`src/alias_mailbox_pkg.sv`:
```
package alias_mailbox_pkg;
  localparam logic [7:0] ADDR_ALIAS = 8'h17;
  localparam logic [7:0] ADDR_MBOX_A = 8'h18;
  localparam logic [7:0] ADDR_MBOX_B = 8'h19;
  localparam logic [7:0] ADDR_PINCFG = 8'h1a;
  localparam logic [7:0] RST_ALIAS = 8'h00;
  localparam logic [7:0] RST_MBOX_A = 8'h00;
  localparam logic [7:0] RST_MBOX_B = 8'h01;
  localparam logic [7:0] RST_PINCFG = 8'h00;
  localparam int GLB_LEVEL_BIT = 7;
  localparam int GLB_DIR_BIT = 5;
  localparam int GLB_EN_BIT = 4;
  localparam int P9_LEVEL_BIT = 3;
  localparam int P9_DIR_BIT = 1;
  localparam int P9_SEL_BIT = 0;
  localparam int NUM_PINS = 4;

  typedef enum logic [1:0] {
    PIN_FUNC_OUT,
    PIN_HIZ,
    PIN_GP_OUT,
    PIN_GP_IN
  } pin_mode_e;

  typedef struct packed {
    logic valid;
    logic [6:0] addr;
    logic rnw;
  } txn_s;

  typedef struct packed {
    logic wr;
    logic [7:0] addr;
    logic [7:0] wdata;
  } reg_req_s;
endpackage : alias_mailbox_pkg

```
`src/alias_mailbox_pin_config_regs.sv`:
```
// What this block does
// - The alias register holds a 7-bit address in bits 7..1 compared against local transactions.
// - A matching transaction is forwarded with its address replaced by the remote target ID.
// - An alias value of zero disables matching and forwarding for the slot.
// - The alias register at 0x17 resets to zero.
// - Both mailboxes are plain 8-bit read/write stores, reached only through the local register port.
// - The first mailbox at 0x18 resets to zero.
// - The second mailbox at 0x19 resets to one.
// - The global level bit 7 drives every pin not individually enabled, except pin 9, when global mode is output.
// - Global {direction, enable} decode: 00 functional, 10 tri-state, 01 forced out, 11 forced in.
// - Per-pin settings take priority over the global force settings.
// - Pin 9 level bit 3 drives the pin only when selected, output and not remotely controlled.
// - Pin 9 {direction, select} decode: 00 functional, 10 tri-state, 01 GP out, 11 GP in.
// - The pin configuration register at 0x1a resets to zero.
`timescale 1ns/10ps
`default_nettype none
module alias_mailbox_pin_config_regs (
  input wire logic mclk,
  input wire logic rst,
  input wire logic clk_en,
  input wire alias_mailbox_pkg::reg_req_s reg_req,
  output logic [7:0] reg_rdata,
  input wire alias_mailbox_pkg::txn_s local_txn,
  input wire logic [6:0] remote_target_id,
  output alias_mailbox_pkg::txn_s fwd_txn,
  input wire logic pin9_remote_enable,
  input wire logic pin9_remote_level,
  input wire logic pin9_func_out,
  input wire logic [alias_mailbox_pkg::NUM_PINS-1:0] pins_selected,
  input wire logic [alias_mailbox_pkg::NUM_PINS-1:0] pins_func_out,
  output logic pin9_out,
  output logic pin9_oe,
  output logic [alias_mailbox_pkg::NUM_PINS-1:0] pins_out,
  output logic [alias_mailbox_pkg::NUM_PINS-1:0] pins_oe
);
  logic [7:0] remote_target_alias_seven;
  logic [7:0] scratch_mailbox_a;
  logic [7:0] scratch_mailbox_b;
  logic [7:0] pin9_and_global_pin_config;
  logic [7:0] next_alias, next_mbox_a, next_mbox_b, next_pincfg, next_rdata;
  alias_mailbox_pkg::txn_s next_fwd;
  alias_mailbox_pkg::pin_mode_e glb_mode, p9_mode;
  logic pin9_direction, pin9_select, pin9_drive_level, glb_level;

  function automatic alias_mailbox_pkg::pin_mode_e decode_mode(input logic dir, input logic en);
    case ({dir, en})
      2'b00: decode_mode = alias_mailbox_pkg::PIN_FUNC_OUT;
      2'b10: decode_mode = alias_mailbox_pkg::PIN_HIZ;
      2'b01: decode_mode = alias_mailbox_pkg::PIN_GP_OUT;
      default: decode_mode = alias_mailbox_pkg::PIN_GP_IN;
    endcase
  endfunction : decode_mode

  always_comb begin
    next_alias = remote_target_alias_seven;
    next_mbox_a = scratch_mailbox_a;
    next_mbox_b = scratch_mailbox_b;
    next_pincfg = pin9_and_global_pin_config;
    if (reg_req.wr) begin
      case (reg_req.addr)
        alias_mailbox_pkg::ADDR_ALIAS: next_alias = {reg_req.wdata[7:1], 1'b0};
        alias_mailbox_pkg::ADDR_MBOX_A: next_mbox_a = reg_req.wdata;
        alias_mailbox_pkg::ADDR_MBOX_B: next_mbox_b = reg_req.wdata;
        alias_mailbox_pkg::ADDR_PINCFG: next_pincfg = reg_req.wdata;
        default: ;
      endcase
    end
  end

  always_ff @(posedge mclk or posedge rst) begin
    if (rst) begin
      remote_target_alias_seven <= alias_mailbox_pkg::RST_ALIAS;
      scratch_mailbox_a <= alias_mailbox_pkg::RST_MBOX_A;
      scratch_mailbox_b <= alias_mailbox_pkg::RST_MBOX_B;
      pin9_and_global_pin_config <= alias_mailbox_pkg::RST_PINCFG;
    end else if (clk_en) begin
      remote_target_alias_seven <= next_alias;
      scratch_mailbox_a <= next_mbox_a;
      scratch_mailbox_b <= next_mbox_b;
      pin9_and_global_pin_config <= next_pincfg;
    end
  end

  // Read data is registered: it lands one edge after the address is presented
  always_comb begin
    case (reg_req.addr)
      alias_mailbox_pkg::ADDR_ALIAS: next_rdata = remote_target_alias_seven;
      alias_mailbox_pkg::ADDR_MBOX_A: next_rdata = scratch_mailbox_a;
      alias_mailbox_pkg::ADDR_MBOX_B: next_rdata = scratch_mailbox_b;
      alias_mailbox_pkg::ADDR_PINCFG: next_rdata = pin9_and_global_pin_config;
      default: next_rdata = 8'h00;
    endcase
  end

  always_ff @(posedge mclk or posedge rst) begin
    if (rst) begin
      reg_rdata <= 8'h00;
    end else if (clk_en) begin
      reg_rdata <= next_rdata;
    end
  end

  // Alias match and address remap, registered
  always_comb begin
    next_fwd = '0;
    if (local_txn.valid && remote_target_alias_seven[7:1] != 7'h00
        && local_txn.addr == remote_target_alias_seven[7:1]) begin
      next_fwd.valid = 1'b1;
      next_fwd.addr = remote_target_id;
      next_fwd.rnw = local_txn.rnw;
    end
  end

  always_ff @(posedge mclk or posedge rst) begin
    if (rst) begin
      fwd_txn <= '0;
    end else if (clk_en) begin
      fwd_txn <= next_fwd;
    end
  end

  assign glb_level = pin9_and_global_pin_config[alias_mailbox_pkg::GLB_LEVEL_BIT];
  assign pin9_drive_level = pin9_and_global_pin_config[alias_mailbox_pkg::P9_LEVEL_BIT];
  assign pin9_direction = pin9_and_global_pin_config[alias_mailbox_pkg::P9_DIR_BIT];
  assign pin9_select = pin9_and_global_pin_config[alias_mailbox_pkg::P9_SEL_BIT];
  assign glb_mode = decode_mode(pin9_and_global_pin_config[alias_mailbox_pkg::GLB_DIR_BIT],
                                pin9_and_global_pin_config[alias_mailbox_pkg::GLB_EN_BIT]);
  assign p9_mode = decode_mode(pin9_direction, pin9_select);

  // Pin 9: its own settings, never the global force, steer it
  always_comb begin
    pin9_out = 1'b0;
    pin9_oe = 1'b0;
    case (p9_mode)
      alias_mailbox_pkg::PIN_FUNC_OUT: begin
        pin9_out = pin9_func_out;
        pin9_oe = 1'b1;
      end
      alias_mailbox_pkg::PIN_GP_OUT: begin
        pin9_oe = 1'b1;
        pin9_out = pin9_remote_enable ? pin9_remote_level : pin9_drive_level;
      end
      default: begin
        pin9_oe = 1'b0;
      end
    endcase
  end

  // Other pins follow the global force only when not individually selected
  always_comb begin
    pins_out = pins_func_out;
    pins_oe = '1;
    for (int i = 0; i < alias_mailbox_pkg::NUM_PINS; i++) begin
      if (!pins_selected[i]) begin
        case (glb_mode)
          alias_mailbox_pkg::PIN_GP_OUT: pins_out[i] = glb_level;
          alias_mailbox_pkg::PIN_HIZ, alias_mailbox_pkg::PIN_GP_IN: pins_oe[i] = 1'b0;
          default: ;
        endcase
      end
    end
  end

  // Checks read raw config bits where they can, so a broken decoder still trips them
  a_alias_bit0_zero: assert property (@(posedge mclk) disable iff (rst)
    remote_target_alias_seven[0] == 1'b0) else $error("alias bit 0 not zero");
  a_alias_store: assert property (@(posedge mclk) disable iff (rst)
    clk_en && reg_req.wr && reg_req.addr == alias_mailbox_pkg::ADDR_ALIAS
    |=> remote_target_alias_seven[7:1] == $past(reg_req.wdata[7:1]))
    else $error("alias address not stored");
  a_fwd_zero_off: assert property (@(posedge mclk) disable iff (rst)
    $past(clk_en) && $past(remote_target_alias_seven[7:1]) == 7'h00 |-> !fwd_txn.valid)
    else $error("forward with zero alias");
  a_fwd_on_match: assert property (@(posedge mclk) disable iff (rst)
    clk_en && local_txn.valid && remote_target_alias_seven[7:1] != 7'h00
    && local_txn.addr == remote_target_alias_seven[7:1] ##1 1'b1 |-> fwd_txn.valid)
    else $error("match not forwarded");
  a_fwd_remap: assert property (@(posedge mclk) disable iff (rst)
    clk_en && next_fwd.valid |=> fwd_txn.addr == $past(remote_target_id))
    else $error("address not remapped");
  a_mbox_write: assert property (@(posedge mclk) disable iff (rst)
    clk_en && reg_req.wr && reg_req.addr == alias_mailbox_pkg::ADDR_MBOX_A
    |=> scratch_mailbox_a == $past(reg_req.wdata)) else $error("mailbox a lost write");
  a_mbox_b_hold: assert property (@(posedge mclk) disable iff (rst)
    !(reg_req.wr && reg_req.addr == alias_mailbox_pkg::ADDR_MBOX_B)
    |=> $stable(scratch_mailbox_b)) else $error("mailbox b changed");
  a_freeze_mbox: assert property (@(posedge mclk) disable iff (rst)
    !clk_en |=> $stable(scratch_mailbox_a) && $stable(scratch_mailbox_b))
    else $error("mailbox changed while frozen");
  a_glb_force_out: assert property (@(posedge mclk) disable iff (rst)
    glb_mode == alias_mailbox_pkg::PIN_GP_OUT |-> (pins_oe | pins_selected) == '1
    && ((pins_out ^ {alias_mailbox_pkg::NUM_PINS{glb_level}}) & ~pins_selected) == '0)
    else $error("global level not driven");
  a_glb_off: assert property (@(posedge mclk) disable iff (rst)
    pin9_and_global_pin_config[alias_mailbox_pkg::GLB_DIR_BIT]
    |-> (pins_oe & ~pins_selected) == '0) else $error("global tri-state or input driven");
  a_sel_priority: assert property (@(posedge mclk) disable iff (rst)
    (pins_oe & pins_selected) == pins_selected
    && ((pins_out ^ pins_func_out) & pins_selected) == '0)
    else $error("selected pin overridden");
  a_p9_level: assert property (@(posedge mclk) disable iff (rst)
    !pin9_direction && pin9_select && !pin9_remote_enable
    |-> pin9_oe && pin9_out == pin9_drive_level) else $error("pin 9 level wrong");
  a_p9_func: assert property (@(posedge mclk) disable iff (rst)
    !pin9_direction && !pin9_select |-> pin9_oe && pin9_out == pin9_func_out)
    else $error("pin 9 functional output wrong");
  a_p9_hiz: assert property (@(posedge mclk) disable iff (rst)
    pin9_direction |-> !pin9_oe) else $error("pin 9 driven while off or input");
  a_reset_vals: assert property (@(posedge mclk)
    $fell(rst) |-> scratch_mailbox_b == 8'h01 && scratch_mailbox_a == 8'h00
    && remote_target_alias_seven == 8'h00 && pin9_and_global_pin_config == 8'h00)
    else $error("bad reset values");

  // Scenarios the bench is expected to reach
  c_forward: cover property (@(posedge mclk) disable iff (rst) fwd_txn.valid);
  c_glb_force: cover property (@(posedge mclk) disable iff (rst)
    glb_mode == alias_mailbox_pkg::PIN_GP_OUT);
  c_p9_gp_out: cover property (@(posedge mclk) disable iff (rst)
    p9_mode == alias_mailbox_pkg::PIN_GP_OUT);
  c_frozen_write: cover property (@(posedge mclk) disable iff (rst)
    !clk_en && reg_req.wr);
  c_remote_pin: cover property (@(posedge mclk) disable iff (rst)
    p9_mode == alias_mailbox_pkg::PIN_GP_OUT && pin9_remote_enable);
endmodule : alias_mailbox_pin_config_regs
`default_nettype wire

```
`config.mk`:
```
export PLATFORM = sky130hd
export DESIGN_NAME = alias_mailbox_pin_config_regs
export DESIGN_NICKNAME = d
export VERILOG_FILES = /design/src/alias_mailbox_pkg.sv /design/src/alias_mailbox_pin_config_regs.sv
export SDC_FILE = /design/constraint.sdc
export NUM_CORES = 1
export LEC_CHECK = 0
export ABC_AREA = 1
export BUFFER_PORTS_ARGS = -buffer_cell sky130_fd_sc_hd__buf_2
export CORE_MARGIN = 3
export CORE_UTILIZATION = 35
export CTS_BUF_LIST = sky130_fd_sc_hd__clkbuf_2
export CTS_CLUSTER_DIAMETER = 80
export DETAILED_ROUTE_END_ITERATION = 16
export PLACE_DENSITY = 0.6
export SETUP_SLACK_MARGIN = 0.4
export SKIP_LAST_GASP = 1
export SLEW_MARGIN = 25
export SYNTH_ARGS = -nofsm -noshare
export SYNTH_HDL_FRONTEND = slang
export SYNTH_SLANG_ARGS = --single-unit
```
`constraint.sdc`:
```
create_clock -name mclk -period 1.4 [get_ports mclk]
set_input_delay 0 -clock mclk [delete_from_list [all_inputs] [get_ports mclk]]
set_output_delay 0 -clock mclk [all_outputs]
set_load 0.01 [all_outputs]
```
# Word-level counts from Yosys, hierarchy flattened
# Cells that the tools add are included.
# classes
muxes,20
n_reduce_logical,12
n_eq_ne,13
# ops
op,count
$eq A8 B5 Y1 const B,4
$pmux W8 S4,1
$mux W1,15
$pmux W2 S3,2
$reduce_and A3 Y1,4
$eq A2 B2 Y1 const B,5
$mux W9,1
$eq A7 B7 Y1,1
$reduce_bool A7 Y1,1
$eq A2 B1 Y1 const B,3
$logic_not A2 Y1,3
$reduce_or A2 Y1,2
$logic_and A1 B1 Y1,2
$pmux W1 S2,1
# totals
out_inout_bits,27
inputBits,47
reg_bits,48
wordCells,53

# Depth between registers and ports, before layout
# logic_depth
depth_word,6
depth_mapped,8
mapped_depth_nobuf,8

# Worst setup path after synthesis
# Ideal clock, no wire load.
# synth_timing
path_kind,register to register
from,register remote_target_alias_seven[7]
to,register fwd_txn[0] in the netlist's numbering
arrival_time_ns,1.042
required_time_ns,1.334
period_less_slack_ns,1.107
stages_incl_launch_ff,8
slack_ns,0.293
n_path_buf,0
setup_time_ns,0.066
cell_sequence,dfrtp_1 -> inv_1 -> nor2_1 -> nor2_1 -> nand2_1 -> nor2_2 -> nand3_1 -> nand2_1
# synth_via
elab_chain_len,4
word_cells_on_any_way,5
classes_between,eq/ne: 1; mux: 1; reduce/logical: 3
# synth_lines
element,line_no,text
"start, declared",alias_mailbox_pin_config_regs.sv:36,logic [7:0] remote_target_alias_seven;
"start signal, assigned",alias_mailbox_pin_config_regs.sv:72,remote_target_alias_seven <= alias_mailbox_pkg::RST_ALIAS;
"start signal, assigned",alias_mailbox_pin_config_regs.sv:77,remote_target_alias_seven <= next_alias;
$reduce_bool A7 Y1,alias_mailbox_pin_config_regs.sv:106,if (local_txn.valid && remote_target_alias_seven[7:1] != 7'h00
$logic_and A1 B1 Y1,alias_mailbox_pin_config_regs.sv:106,
$logic_and A1 B1 Y1 *,alias_mailbox_pin_config_regs.sv:107,&& local_txn.addr == remote_target_alias_seven[7:1]) begin
$mux W9 *,alias_mailbox_pin_config_regs.sv:106,
"end signal, assigned",alias_mailbox_pin_config_regs.sv:118,fwd_txn <= next_fwd;
"end, declared",alias_mailbox_pin_config_regs.sv:25,"output alias_mailbox_pkg::txn_s fwd_txn,"
# Every way passes the cells marked *; elsewhere a longest branch is shown, timed or not.
# A chain may end at the register's enable or synchronous reset.

# Worst setup path after layout
# layout_timing
from,register pin9_and_global_pin_config[4]
to,output pins_out[3] in the netlist's numbering
# layout_via
elab_chain_len,5
word_cells_on_any_way,7
classes_between,eq/ne: 3; mux: 3; reduce/logical: 1
# layout_lines
element,line_no,text
"start, declared",alias_mailbox_pin_config_regs.sv:39,logic [7:0] pin9_and_global_pin_config;
"start signal, assigned",alias_mailbox_pin_config_regs.sv:75,pin9_and_global_pin_config <= alias_mailbox_pkg::RST_PINCFG;
"start signal, assigned",alias_mailbox_pin_config_regs.sv:80,pin9_and_global_pin_config <= next_pincfg;
"$eq A2 B1 Y1, or another cell as far along",alias_mailbox_pin_config_regs.sv:46,"case ({dir, en})"
$pmux W2 S3 *,alias_mailbox_pin_config_regs.sv:46,
$eq A2 B2 Y1 *,alias_mailbox_pin_config_regs.sv:155,case (glb_mode)
$mux W1 *,alias_mailbox_pin_config_regs.sv:155,
$mux W1 *,alias_mailbox_pin_config_regs.sv:154,if (!pins_selected[i]) begin
"end, declared",alias_mailbox_pin_config_regs.sv:33,"output logic [alias_mailbox_pkg::NUM_PINS-1:0] pins_out,"
# Marks and branches as above.

==> run metrics <==
pin count of the biggest net entering global routing=32; initial antenna violation count=0; Post-Synthesis Cells=between 300 and 400; PwrDens=slightly above 700 mW/mm²; Die Y=about 92 µm; number of global-route vias before repair=2,441; H-tree levels=2; Tmin final=1.461 ns; TritonRoute pass-1 iters=4; hpwl dp=5004 µm; Syn Nets=between 300 and 400; Syn-to-layout area delta=47.17%; fmax=684.3 MHz; Worst Hold Class=input port to register; WL final=7338 µm; Final Util=0.5441; GRT Overall Usage=0.1741; yosys warns=0; CP endpoint kind=output port; CP Launch Type=register; Worst EP required=1.40 ns; Core Box Area=0.006944 mm²; CTS Buffer Depth=2; crit-path max FO=4; violated checks=negative setup slack; status=finished with violations; MaxCap Viol Count=0; unrepaired setup endpoints after global routing=true; Nets=slightly above 500; clk_skew=0.01148 ns; # IOs=74; Avg WL per Cell=between 10 and 15 µm; cell area after synthesis=0.002567 mm²; Post-synth EDFFs=0; DR iter-0 viols=131; worst slew pin tran=0.4597 ns; Final Hold Fails=0; Placer Congestion=0.7854; synthesized flop and latch total=between 40 and 50; DR DRC count=0; first-pass GRT wire length=11,810 µm; Slew Viols, Final=0; post-route ant nets=0; Synth Flop Type=dfrtp_1; fillers=667; Clk Latency, worst-skew pair=0.43 ns; clock root buffer=clkbuf_2; vias per cell=approximately 4.6; Buffers on Ports=73; Starting Density=0.3697; CTS Buf Count=5; Synth Area per Inst=7.710 µm²; period utilization=1.044; Reg clk slew, reported paths=0.25 ns; grt ovf=0; Async SR Flop Fraction=1.000; data arrival time of the worst path=approximately 1.5 ns; Die Width=91.65 µm; Final Setup Violations=4; CTS tree=done; commonest non-fill, non-tap cell in the layout=nand2_1; sequential share of the synthesized area=0.4683; share of cells above drive strength 1=0.3766; Synth cell types=23; Slew HR=0.6929; Fin Setup TNS=-0.2011 ns; leakage=approximately 2.1 nW; # rows=30; Setup Crit Path Kind=register to output port; die area=about 0.0084 mm²; setup ws final=-0.06137 ns; vias after detailed routing=approximately 2,600; # clock sinks=48; Max VDD drop=0.3941 mV; most frequent cells in the layout=nand2_1 (129), buf_2 (70), dfrtp_1 (46), nand3_1 (29), o21ai_0 (26); Antenna diodes=0
[Yosys cell counts (3+ instances only)]
library cell,instances,share of area
nand2_1,134,0.20
dfrtp_1,47,0.46
nand3_1,41,0.080
o21ai_0,35,0.068
inv_1,29,0.042
nor2_1,7,0.010
nor2_4,7,0.031
buf_4,4,0.012
mux2i_1,4,0.016
nand2_2,3,0.0073
nand2_4,3,0.013
o21ai_2,3,0.010
[registers in the layout, indices dropped and copies added, names as in the netlist]
register	flops
fwd_txn	9
scratch_mailbox_b	8
remote_target_alias_seven	7
scratch_mailbox_a	8
reg_rdata	8
pin9_and_global_pin_config	8
[timing repair]
action                                  4_1_cts  5_1_grt
pin swaps                                     9       31
endpoints found under the hold margin        95        0
hold buffers                                 20        0
cloned                                        2        0
buffers inserted                             20       10
gates resized for setup                      20       43
endpoints found under the setup margin       36       45
[cell families (layout without fill, tap and decap cells)]
| group | count (synthesis) | count (layout) | synth area share |
|---|---|---|---|
| flip-flops | 48 | 48 | 0.4683 |
| AO/OA/AOI/OAI | 41 | 41 | 0.08480 |
| XOR/XNOR | 1 | 1 | 0.003412 |
| buffers and inverters | 38 | 165 | 0.06530 |
| multiplexers | 4 | 4 | 0.01560 |
| AND/OR/NAND/NOR | 201 | 203 | 0.3626 |
[power by group]
group          total, W  switching, W  internal [W]
clock network  0.000771      0.000471      0.000300
logic          0.000441      0.000234      0.000208
registers       0.00145     0.0000255       0.00142
[stage by stage]
step	hold slack (ns)	total power (W)	std cells	setup slack [ns]	area, µm²
6_report	0.04334	0.002659	558	-0.06137	3779
3_5_place_dp	0.04028	0.001782	498	0.1794	3067
3_3_place_gp	0.03618	0.001777	498	0.1914	3067
5_1_grt	0.03549	0.002787	558	-0.1887	3779
4_1_cts	0.007906	0.002636	548	-0.05473	3562
2_1_floorplan	0.02928	0.001631	333	0.3723	2581
[worst paths after layout]
check                                         startpoint                    to  slack, ns  cells after the start
setup reg to reg            remote_target_alias_seven[5]            fwd_txn[6]       0.09                      7
setup / recovery           pin9_and_global_pin_config[4]           pins_out[3]      -0.06                      6
hold reg to reg                             reg_rdata[3]          reg_rdata[3]       0.51                      2
hold / removal                              local_txn[8]            fwd_txn[4]       0.04                      7
min in group asynchronous                            rst          reg_rdata[0]       0.07                      3
max in group asynchronous                            rst  scratch_mailbox_b[0]       0.77                      4
[critical path, stage by stage, from the launching register on]
cell	delay (ns)
dfrtp_1	0.43
inv_2	0.06
nor2_4	0.13
nand2_1	0.08
mux2i_1	0.15
inv_1	0.05
buf_2	0.13
[routing by layer]
| metal | global-route usage | share of wire | up-vias |
|---|---|---|---|
| met5 | 0 | 0 | - |
| met4 | 0.04146 | 0.011 | 0 |
| met3 | 0.02707 | 0.031 | 6 |
| met2 | 0.2873 | 0.50 | 47 |
| met1 | 0.2397 | 0.46 | 1192 |
| li1 | - | - | 1324 |
[area by class of cell]
cell class                 instances  area [µm²]  area share
tap                               96       120.1     0.03179
clock buffer                       5       25.02    0.006623
timing repair buffer             127       917.1      0.2427
clock inverter                     3       42.54     0.01126
inverter                          30       116.4     0.03079
multi-input combinational        249        1354      0.3583
sequential                        48        1204      0.3185
Power figures use the tool's default switching activity.
